File: src/cscr_pkg.sv
/*
  constants, field positions and state codes for the converter serial
  control register bank (offsets 0x00 to 0x08).
  assumes a host that frames 16-bit instructions followed by data bytes.
*/
package cscr_pkg;

  localparam logic [12:0] ADDR_PORT_SETUP  = 13'h0000;
  localparam logic [12:0] ADDR_PART_ID     = 13'h0001;
  localparam logic [12:0] ADDR_GRADE_ID    = 13'h0002;
  localparam logic [12:0] ADDR_CHAN_HIGH   = 13'h0004;
  localparam logic [12:0] ADDR_CHAN_LOW    = 13'h0005;
  localparam logic [12:0] ADDR_MODES       = 13'h0008;

  localparam logic [7:0]  RST_PORT_SETUP   = 8'h18;
  localparam logic [7:0]  RST_CHAN_SEL     = 8'hFF;
  localparam logic [7:0]  RST_MODES        = 8'h00;
  localparam logic [7:0]  RD_UNMAPPED      = 8'h00;

  // port setup fields and their mirrors in the low nibble
  localparam int          PS_SDO_BIT       = 7;
  localparam int          PS_LSB_BIT       = 6;
  localparam int          PS_SRST_BIT      = 5;
  localparam int          PS_SRST_MIR      = 2;
  localparam int          PS_LSB_MIR       = 1;
  localparam int          PS_SDO_MIR       = 0;
  localparam logic [1:0]  PS_FIXED_BITS    = 2'h3;

  // modes fields
  localparam int          MD_EXT_EN_BIT    = 7;
  localparam int          MD_EXT_MODE_LSB  = 5;
  localparam int          MD_BYPASS_BIT    = 3;
  localparam int          MD_INT_MODE_LSB  = 0;

  typedef enum logic [2:0] {
    IPD_NORMAL  = 3'h0,
    IPD_FULL    = 3'h1,
    IPD_STANDBY = 3'h2,
    IPD_CORE    = 3'h4,
    IPD_AFE     = 3'h5,
    IPD_RSVD    = 3'h6
  } cscr_ipd_e;

  typedef enum logic [1:0] {
    EPD_FULL    = 2'h0,
    EPD_STANDBY = 2'h1,
    EPD_OUT_OFF = 2'h2
  } cscr_epd_e;

  // serial frame
  localparam logic [4:0]  INSTR_LAST_BIT   = 5'h0F;
  localparam logic [2:0]  DATA_LAST_BIT    = 3'h7;
  localparam int          INSTR_RW_BIT     = 15;

  typedef enum logic [1:0] {
    FR_INSTR = 2'h0,
    FR_WRITE = 2'h1,
    FR_READ  = 2'h2
  } cscr_frame_e;

endpackage

File: src/cscr_pin_sync.sv
/*
  two-flop synchroniser for one pin with rise and fall pulses.
  assumes the pin changes slower than a few clk_sys periods.
*/
module cscr_pin_sync #(
  parameter bit INIT = 1'b0
) (
  input  wire logic clk_sys,
  input  wire logic srst,
  input  wire logic pin,
  output logic      level,
  output logic      rise,
  output logic      fall
);

  logic meta_q;
  logic sync_q;
  logic last_q;

  // meta_q feeds sync_q only
  always_ff @(posedge clk_sys)
  begin
    if (srst)
    begin
      meta_q <= INIT;
      sync_q <= INIT;
      last_q <= INIT;
    end
    else
    begin
      meta_q <= pin;
      sync_q <= meta_q;
      last_q <= sync_q;
    end
  end

  assign level = sync_q;
  assign rise  = sync_q & ~last_q;
  assign fall  = ~sync_q & last_q;

endmodule

File: src/cscr_regs.sv
/*
  serial port register bank: port setup, identifiers, channel selects and
  power modes, reached over the serial pins and oversampled by clk_sys.
  assumes the serial clock runs below one eighth of clk_sys.
*/
module cscr_regs #(
  parameter logic [7:0] PART_ID  = 8'h5A,  // arbitrary value
  parameter logic [7:0] GRADE_ID = 8'h01   // arbitrary value
) (
  input  wire logic       clk_sys,
  input  wire logic       srst,
  input  wire logic       sclk_pin,
  input  wire logic       csb_n_pin,
  input  wire logic       sdio_in,
  output logic            sdio_out,
  output logic            sdio_oe,
  output logic            sdo_out,
  output logic            sdo_oe,
  input  wire logic       pwdn_pin,
  output logic [7:0]      conv_chan_en,
  output logic [7:0]      aux_chan_en,
  output logic            lsb_first,
  output logic            function_bypass,
  output logic            pwr_full_down,
  output logic            pwr_standby,
  output logic            pwr_core_down,
  output logic            pwr_afe_down,
  output logic            outputs_disabled
);

  function automatic logic [7:0] rev8(input logic [7:0] v);
    logic [7:0] r;
    r = 8'h00;
    for (int i = 0; i < 8; i++)
      r[i] = v[7 - i];
    return r;
  endfunction

  logic sclk_rise, sclk_fall, csb_n_lvl, sdio_lvl, pwdn_lvl;

  cscr_pin_sync #(.INIT(1'b0)) u_sclk (
    .clk_sys (clk_sys), .srst (srst), .pin (sclk_pin),
    .level (), .rise (sclk_rise), .fall (sclk_fall));
  cscr_pin_sync #(.INIT(1'b1)) u_csb (
    .clk_sys (clk_sys), .srst (srst), .pin (csb_n_pin),
    .level (csb_n_lvl), .rise (), .fall ());
  cscr_pin_sync #(.INIT(1'b0)) u_sdio (
    .clk_sys (clk_sys), .srst (srst), .pin (sdio_in),
    .level (sdio_lvl), .rise (), .fall ());
  cscr_pin_sync #(.INIT(1'b0)) u_pwdn (
    .clk_sys (clk_sys), .srst (srst), .pin (pwdn_pin),
    .level (pwdn_lvl), .rise (), .fall ());

  // control registers
  logic                 sdo_en_q;
  logic                 lsb_q;
  logic                 soft_rst_q;
  logic [7:0]           chan_hi_q;
  logic [7:0]           chan_lo_q;
  logic [7:0]           modes_q;

  // frame state
  cscr_pkg::cscr_frame_e state_q;
  logic [4:0]           bit_cnt_q;
  logic [14:0]          shift_q;
  logic [12:0]          addr_q;
  logic [7:0]           rd_shift_q;

  // output flops
  logic                 sdio_out_q, sdio_oe_q, sdo_out_q, sdo_oe_q;
  logic [7:0]           conv_en_q, aux_en_q;
  logic                 full_q, stby_q, core_q, afe_q, outoff_q, byp_q;

  wire        active     = ~csb_n_lvl;
  wire [15:0] in_shift   = {shift_q, sdio_lvl};
  wire [15:0] instr_word = lsb_q ? {rev8(in_shift[7:0]), rev8(in_shift[15:8])}
                                 : in_shift;
  wire        instr_done = active & sclk_rise & (state_q == cscr_pkg::FR_INSTR)
                           & (bit_cnt_q == cscr_pkg::INSTR_LAST_BIT);
  wire        byte_done  = active & sclk_rise & (state_q != cscr_pkg::FR_INSTR)
                           & (bit_cnt_q[2:0] == cscr_pkg::DATA_LAST_BIT);
  wire [7:0]  wr_data    = lsb_q ? rev8(in_shift[7:0]) : in_shift[7:0];
  wire        wr_stb     = byte_done & (state_q == cscr_pkg::FR_WRITE);
  // streaming walks down in msb-first order and up in lsb-first order
  wire [12:0] next_addr  = lsb_q ? addr_q + 13'h0001 : addr_q - 13'h0001;
  wire [12:0] rd_addr    = instr_done ? instr_word[12:0] : next_addr;
  wire        load_rd    = (instr_done & instr_word[cscr_pkg::INSTR_RW_BIT])
                           | (byte_done & (state_q == cscr_pkg::FR_READ));

  // reserved bits 4:3 read back set, soft reset reads its live state
  wire [7:0]  port_rd    = {sdo_en_q, lsb_q, soft_rst_q,
                            cscr_pkg::PS_FIXED_BITS,
                            soft_rst_q, lsb_q, sdo_en_q};

  logic [7:0] rd_value;
  always_comb
  begin
    case (rd_addr)
      cscr_pkg::ADDR_PORT_SETUP: rd_value = port_rd;
      cscr_pkg::ADDR_PART_ID:    rd_value = PART_ID;
      cscr_pkg::ADDR_GRADE_ID:   rd_value = GRADE_ID;
      cscr_pkg::ADDR_CHAN_HIGH:  rd_value = chan_hi_q;
      cscr_pkg::ADDR_CHAN_LOW:   rd_value = chan_lo_q;
      cscr_pkg::ADDR_MODES:      rd_value = modes_q;
      default:                   rd_value = cscr_pkg::RD_UNMAPPED;
    endcase
  end

  // either copy of a mirrored flag takes effect, so a value shifted in
  // the wrong order still lands correctly
  wire ps_wr       = wr_stb & (addr_q == cscr_pkg::ADDR_PORT_SETUP);
  wire ps_soft_rst = wr_data[cscr_pkg::PS_SRST_BIT]
                     | wr_data[cscr_pkg::PS_SRST_MIR];
  wire ps_lsb      = wr_data[cscr_pkg::PS_LSB_BIT]
                     | wr_data[cscr_pkg::PS_LSB_MIR];
  wire ps_sdo      = wr_data[cscr_pkg::PS_SDO_BIT]
                     | wr_data[cscr_pkg::PS_SDO_MIR];
  wire regs_rst    = srst | soft_rst_q;

  always_ff @(posedge clk_sys)
  begin
    if (regs_rst)
    begin
      sdo_en_q  <= cscr_pkg::RST_PORT_SETUP[cscr_pkg::PS_SDO_BIT];
      lsb_q     <= cscr_pkg::RST_PORT_SETUP[cscr_pkg::PS_LSB_BIT];
      chan_hi_q <= cscr_pkg::RST_CHAN_SEL;
      chan_lo_q <= cscr_pkg::RST_CHAN_SEL;
      modes_q   <= cscr_pkg::RST_MODES;
    end
    else if (wr_stb)
    begin
      case (addr_q)
        cscr_pkg::ADDR_PORT_SETUP:
        begin
          sdo_en_q <= ps_sdo;
          lsb_q    <= ps_lsb;
        end
        cscr_pkg::ADDR_CHAN_HIGH: chan_hi_q <= wr_data;
        cscr_pkg::ADDR_CHAN_LOW:  chan_lo_q <= wr_data;
        cscr_pkg::ADDR_MODES:     modes_q   <= wr_data;
        default:                  modes_q   <= modes_q;
      endcase
    end
  end

  // one-cycle pulse: next cycle restores defaults and drops the bit
  always_ff @(posedge clk_sys)
  begin
    if (srst)
      soft_rst_q <= 1'b0;
    else
      soft_rst_q <= ps_wr & ps_soft_rst & ~soft_rst_q;
  end

  // frame engine; instruction width bits are ignored and bytes stream
  // until chip select rises
  always_ff @(posedge clk_sys)
  begin
    if (srst | ~active)
    begin
      state_q   <= cscr_pkg::FR_INSTR;
      bit_cnt_q <= 5'h00;
      shift_q   <= 15'h0000;
      addr_q    <= 13'h0000;
    end
    else if (sclk_rise)
    begin
      shift_q   <= in_shift[14:0];
      bit_cnt_q <= instr_done ? 5'h00 : bit_cnt_q + 5'h01;
      if (instr_done)
      begin
        addr_q  <= instr_word[12:0];
        state_q <= instr_word[cscr_pkg::INSTR_RW_BIT] ? cscr_pkg::FR_READ
                                                       : cscr_pkg::FR_WRITE;
      end
      else if (byte_done)
        addr_q  <= next_addr;
    end
  end

  // read data leaves on falling serial clock edges
  always_ff @(posedge clk_sys)
  begin
    if (srst)
    begin
      rd_shift_q <= 8'h00;
      sdio_out_q <= 1'b0;
      sdo_out_q  <= 1'b0;
    end
    else if (load_rd)
      rd_shift_q <= lsb_q ? rev8(rd_value) : rd_value;
    else if (sclk_fall & active & (state_q == cscr_pkg::FR_READ))
    begin
      rd_shift_q <= {rd_shift_q[6:0], 1'b0};
      sdio_out_q <= rd_shift_q[7];
      sdo_out_q  <= rd_shift_q[7];
    end
  end

  wire reading = active & (state_q == cscr_pkg::FR_READ);

  always_ff @(posedge clk_sys)
  begin
    if (srst)
    begin
      sdio_oe_q <= 1'b0;
      sdo_oe_q  <= 1'b0;
    end
    else
    begin
      sdio_oe_q <= reading & ~sdo_en_q;
      sdo_oe_q  <= reading & sdo_en_q;
    end
  end

  // power state decode; external pin overrides the internal field
  wire [2:0] int_mode = modes_q[cscr_pkg::MD_INT_MODE_LSB +: 3];
  wire [1:0] ext_mode = modes_q[cscr_pkg::MD_EXT_MODE_LSB +: 2];
  wire       ext_act  = modes_q[cscr_pkg::MD_EXT_EN_BIT] & pwdn_lvl;
  wire       full_d   = ext_act ? (ext_mode == cscr_pkg::EPD_FULL)
                                : (int_mode == cscr_pkg::IPD_FULL);
  wire       stby_d   = ext_act ? (ext_mode == cscr_pkg::EPD_STANDBY)
                                : (int_mode == cscr_pkg::IPD_STANDBY);
  wire       core_d   = ~ext_act & (int_mode == cscr_pkg::IPD_CORE);
  wire       afe_d    = ~ext_act & (int_mode == cscr_pkg::IPD_AFE);
  wire       outoff_d = ext_act & (ext_mode == cscr_pkg::EPD_OUT_OFF);

  always_ff @(posedge clk_sys)
  begin
    if (srst)
    begin
      full_q    <= 1'b0;
      stby_q    <= 1'b0;
      core_q    <= 1'b0;
      afe_q     <= 1'b0;
      outoff_q  <= 1'b0;
      byp_q     <= 1'b0;
      conv_en_q <= cscr_pkg::RST_CHAN_SEL;
      aux_en_q  <= cscr_pkg::RST_CHAN_SEL;
    end
    else
    begin
      full_q    <= full_d;
      stby_q    <= stby_d;
      core_q    <= core_d;
      afe_q     <= afe_d;
      outoff_q  <= outoff_d;
      byp_q     <= modes_q[cscr_pkg::MD_BYPASS_BIT];
      conv_en_q <= {chan_hi_q[3:0], chan_lo_q[3:0]};
      aux_en_q  <= {chan_hi_q[7:4], chan_lo_q[7:4]};
    end
  end

  assign sdio_out         = sdio_out_q;
  assign sdio_oe          = sdio_oe_q;
  assign sdo_out          = sdo_out_q;
  assign sdo_oe           = sdo_oe_q;
  assign conv_chan_en     = conv_en_q;
  assign aux_chan_en      = aux_en_q;
  assign lsb_first        = lsb_q;
  assign function_bypass  = byp_q;
  assign pwr_full_down    = full_q;
  assign pwr_standby      = stby_q;
  assign pwr_core_down    = core_q;
  assign pwr_afe_down     = afe_q;
  assign outputs_disabled = outoff_q;
endmodule

File: config.mk
export PLATFORM = sky130hd
export DESIGN_NAME = cscr_regs
export DESIGN_NICKNAME = d
export VERILOG_FILES = /design/src/cscr_pkg.sv /design/src/cscr_pin_sync.sv /design/src/cscr_regs.sv
export SDC_FILE = /design/constraint.sdc
export NUM_CORES = 1
export LEC_CHECK = 0
export BUFFER_PORTS_ARGS = -buffer_cell sky130_fd_sc_hd__clkbuf_2
export CORE_MARGIN = 1
export CORE_UTILIZATION = 55
export CTS_BUF_LIST = sky130_fd_sc_hd__clkbuf_4
export CTS_CLUSTER_SIZE = 12
export DETAILED_ROUTE_END_ITERATION = 8
export PLACE_DENSITY = 0.82
export SLEW_MARGIN = 25
export SYNTH_ARGS = -nofsm -noshare
export SYNTH_HDL_FRONTEND = slang
export SYNTH_SLANG_ARGS = --single-unit
File: constraint.sdc
create_clock -name clk_sys -period 7.85 [get_ports clk_sys]
set_input_delay 0.785 -clock clk_sys [delete_from_list [all_inputs] [get_ports clk_sys]]
set_output_delay 0.785 -clock clk_sys [all_outputs]
set_load 0.01 [all_outputs]
==> impl_metrics.tcl <==
set metrics [dict create \
    async_flop_share_pct 0 \
    cts_tree "built" \
    p_seq_share_pct 64.4 \
    dp_worst_setup_slack_ns 4.48 \
    layout-drive-gt1-share_pct 19.5 \
    crit_arrival_ns 3.82 \
    grt_util_met1_pct 35.6 \
    cts_buffer_depth 2 \
    powerDensity_nw_per_um2 151 \
    peakVddDrop_mv 0.113 \
    start_util_pct 56.5 \
    worst-path-max-fanout 22 \
    wl_mm 11.8 \
    top_level_ports 33 \
    worst_pin_slew_ns 0.965 \
    tns_ns 0 \
    yosys_most_used_dff "dfxtp_1" \
    holdPathEnd "u_csb.level$_SDFF_PP1_" \
    vias 4243 \
    crit_family "compound AO/OA/AOI/OAI gates" \
    max_cap_violations 0 \
    rsz0062_at_grt "no" \
    p_sw_share_pct 25.8 \
    setup_viol 0 \
    min_from "u_csb.meta_q$_SDFF_PP1_" \
    cts_root_buffer "clkbuf_4" \
    drtIter0Drc 375 \
    grt_max_degree 44 \
    critPathMaxStageDelay_ns 0.61 \
    grtUsageMet2_pct 38.7 \
    rows 35 \
    endpoint_kind "register" \
    yosysWarnings 0 \
    die_x_um 99.2 \
    clock_latency_ns 0.48 \
    fin_ws_ns 4.43 \
    clk_pin_slew_ns 0.18 \
    antenna_found_initial 0 \
    syn2layout_area_growth_pct 5.23 \
    htreeDepth 3 \
    pwr-share-comb_pct 1.6 \
    grt_pass1_vias 3772 \
    p_leak_uw 0.00203 \
    postSynthCellCount 574 \
    start_kind "register" \
    status "complete, no violations" \
    ant_nets 0 \
    diodes 0 \
    clock_sinks 104 \
    syn-num-nets 594 \
    drtPass1Iterations 5 \
    fmaxAchievable_ghz 0.293 \
    finalNetCount 606 \
    cell_internal_pwr_uw 613 \
    grt.overflow.total 0 \
    postCtsSetupBuffers 0 \
    slew_viol_final 0 \
    grt_pass1_wl_mm 19.2 \
    period_needed_ns 3.42 \
    gp_congestion 0.944 \
    p_sw_uw 213 \
    synth_edf_count 0 \
    r2r.worst_path.cells 10 \
    numCtsBuffers 9 \
    critPathBufInv 1 \
    ys_types 77 \
    post-route-period-util_pct 43.5 \
    hold_buffers 0 \
    p_clk_share_pct 34.0 \
    slew_headroom_pct 35.5 \
    syn_area_um2 5190 \
    r2r-start "lsb_first$_SDFFE_PP0P_" \
    portBuffers 32 \
    grt_usage_pct 24.7 \
    top_usage_layer "met2" \
    rr_endpoint "rd_shift_q[1]$_SDFFE_PP0P_" \
    route.detailed.drc 0 \
    cts_resized 0 \
    ys_ff_latch 104 \
    hold_viol 0 \
    core_area_um2 9200 \
    yosysSeqAreaShare_pct 40.1 \
    fp.dieH_um 99.2 \
    min_path_cells 1 \
    wire_per_inst_um 16.8 \
    die_area_um2 9840 \
    path_cells "inv_1 > ha_1 > a211oi_4 > o21ai_2 > a311o_2 > nand3_2 > a32oi_2 > a2111oi_4 > o2111ai_4 > o22ai_1" \
    dp_hpwl_mm 8.51 \
    critPathKind "register to register" \
    viasPerCell 6.04 \
    worst_ep_required_time_ns 8.26 \
    cp_slowest_cell "inv_1" \
    regToRegSetupSlack_ns 4.43 \
    hp-class "register to register" \
    skew_ns 0.0244 \
    synth_area_per_cell_um2 9.05 \
    met3_usage_pct 3.94 \
]
## cell type report
type / instances / area [um2]
Tap cell: 111 / 139
Timing Repair Buffer: 35 / 183
Fill cell: 770 / 3730
Multi-Input combinational cell: 429 / 2890
Sequential cell: 104 / 2080
Inverter: 7 / 26.3
Clock inverter: 7 / 76.3
Clock buffer: 9 / 67.6
## power groups by stage
| stage | Clock [uW] | Combinational, uW | Sequential [uW] |
|---|---|---|---|
| after floorplan | 0 | 10.5 | 542 |
| after global placement | 0 | 13.1 | 543 |
| after detailed placement | 0 | 13.3 | 543 |
| after CTS | 284 | 13.3 | 532 |
| after global routing | 304 | 14.9 | 532 |
| final | 281 | 13.5 | 532 |
## cells in the final DEF, fill, tap and decap left out, types with 6 or more instances in the layout
cell type | synthesis | routed
dfxtp_1 | 104 | 104
nand2_1 | 76 | 76
nor2_1 | 61 | 60
a21oi_1 | 45 | 45
mux2i_1 | 43 | 43
clkbuf_2 | 1 | 32
or2_2 | 21 | 21
mux2_2 | 15 | 15
ha_1 | 13 | 13
nor2b_1 | 13 | 12
nand3_1 | 10 | 10
o21ai_0 | 10 | 10
a211oi_1 | 10 | 10
clkbuf_4 | 0 | 9
inv_1 | 7 | 7
xnor2_1 | 7 | 7
a22oi_1 | 7 | 7
o22ai_1 | 7 | 7
nor3_1 | 6 | 6
## synthesized netlist by cell type, drive strengths merged, types with 12 or more instances
cell type,number,area [um2]
dfxtp,104,2080
a21oi,45,225
ha,13,163
or2,21,131
buf,15,113
a211oi,12,108
nor2,61,229
mux2i,44,444
nand2,76,285
clkbuf,18,88.8
mux2,16,184
nor2b,13,81.3
o21ai,13,68.8
nand3,13,80.1
## state kept, by name, summed over array words and instances, names as in the netlist, 2 cells and up
name,count
addr_q,13
aux_chan_en,8
bit_cnt_q,5
chan_hi_q,8
chan_lo_q,8
conv_chan_en,8
modes_q,8
rd_shift_q,8
shift_q,15
state_q,2
## stage by stage
| step | power (uW) | area, um2 | hold slack, ns | instances | util, % |
|---|---|---|---|---|---|
| after floorplan | 553 | 5190 | 0.389 | 574 | - |
| after detailed placement | 556 | 5320 | 0.404 | 686 | 57.8 |
| final | 826 | 5470 | 0.436 | 702 | 59.4 |
| after CTS | 829 | 5460 | 0.440 | 702 | 59.4 |
| after global placement | 556 | 5320 | 0.406 | 686 | 57.8 |
| after global routing | 852 | 5470 | 0.451 | 702 | 59.4 |
## layer usage
layer | routed length (um) | part of all wire (%)
met5 | 0 | 0
met4 | 152 | 1.3
met3 | 752 | 6.4
met2 | 5370 | 46
met1 | 5500 | 47
## worst max path at each step
stage               depth (start not counted)  slack [ns]                   start                         end
floorplan                                  12        4.74  lsb_first$_SDFFE_PP0P_  rd_shift_q[0]$_SDFFE_PP0P_
finish                                     10        4.43  lsb_first$_SDFFE_PP0P_  rd_shift_q[1]$_SDFFE_PP0P_
CTS                                        10        4.46  lsb_first$_SDFFE_PP0P_  rd_shift_q[1]$_SDFFE_PP0P_
global route                               10        4.15  lsb_first$_SDFFE_PP0P_  rd_shift_q[1]$_SDFFE_PP0P_
detailed placement                         10        4.48  lsb_first$_SDFFE_PP0P_  rd_shift_q[1]$_SDFFE_PP0P_
global placement                           10        4.56  lsb_first$_SDFFE_PP0P_  rd_shift_q[0]$_SDFFE_PP0P_
## logic make-up after synthesis
group           after synthesis  synth area share [%]
xor+xnor                      9                  1.52
simple gates                223                  20.9
flops                       104                  40.1
fa+ha+maj                    14                  3.52
buf+inv                      41                  4.58
compound gates              123                  17.3
mux                          60                  12.1
## worst register-to-register path, cell delays in order (launching register included)
cell and delay (ns):
dfxtp_1 0.34, inv_1 0.61, ha_1 0.43, a211oi_4 0.32, o21ai_2 0.15, a311o_2 0.41, nand3_2 0.09, a32oi_2 0.12
a2111oi_4 0.44, o2111ai_4 0.26, o22ai_1 0.19
(Power assumes the default switching activity.)
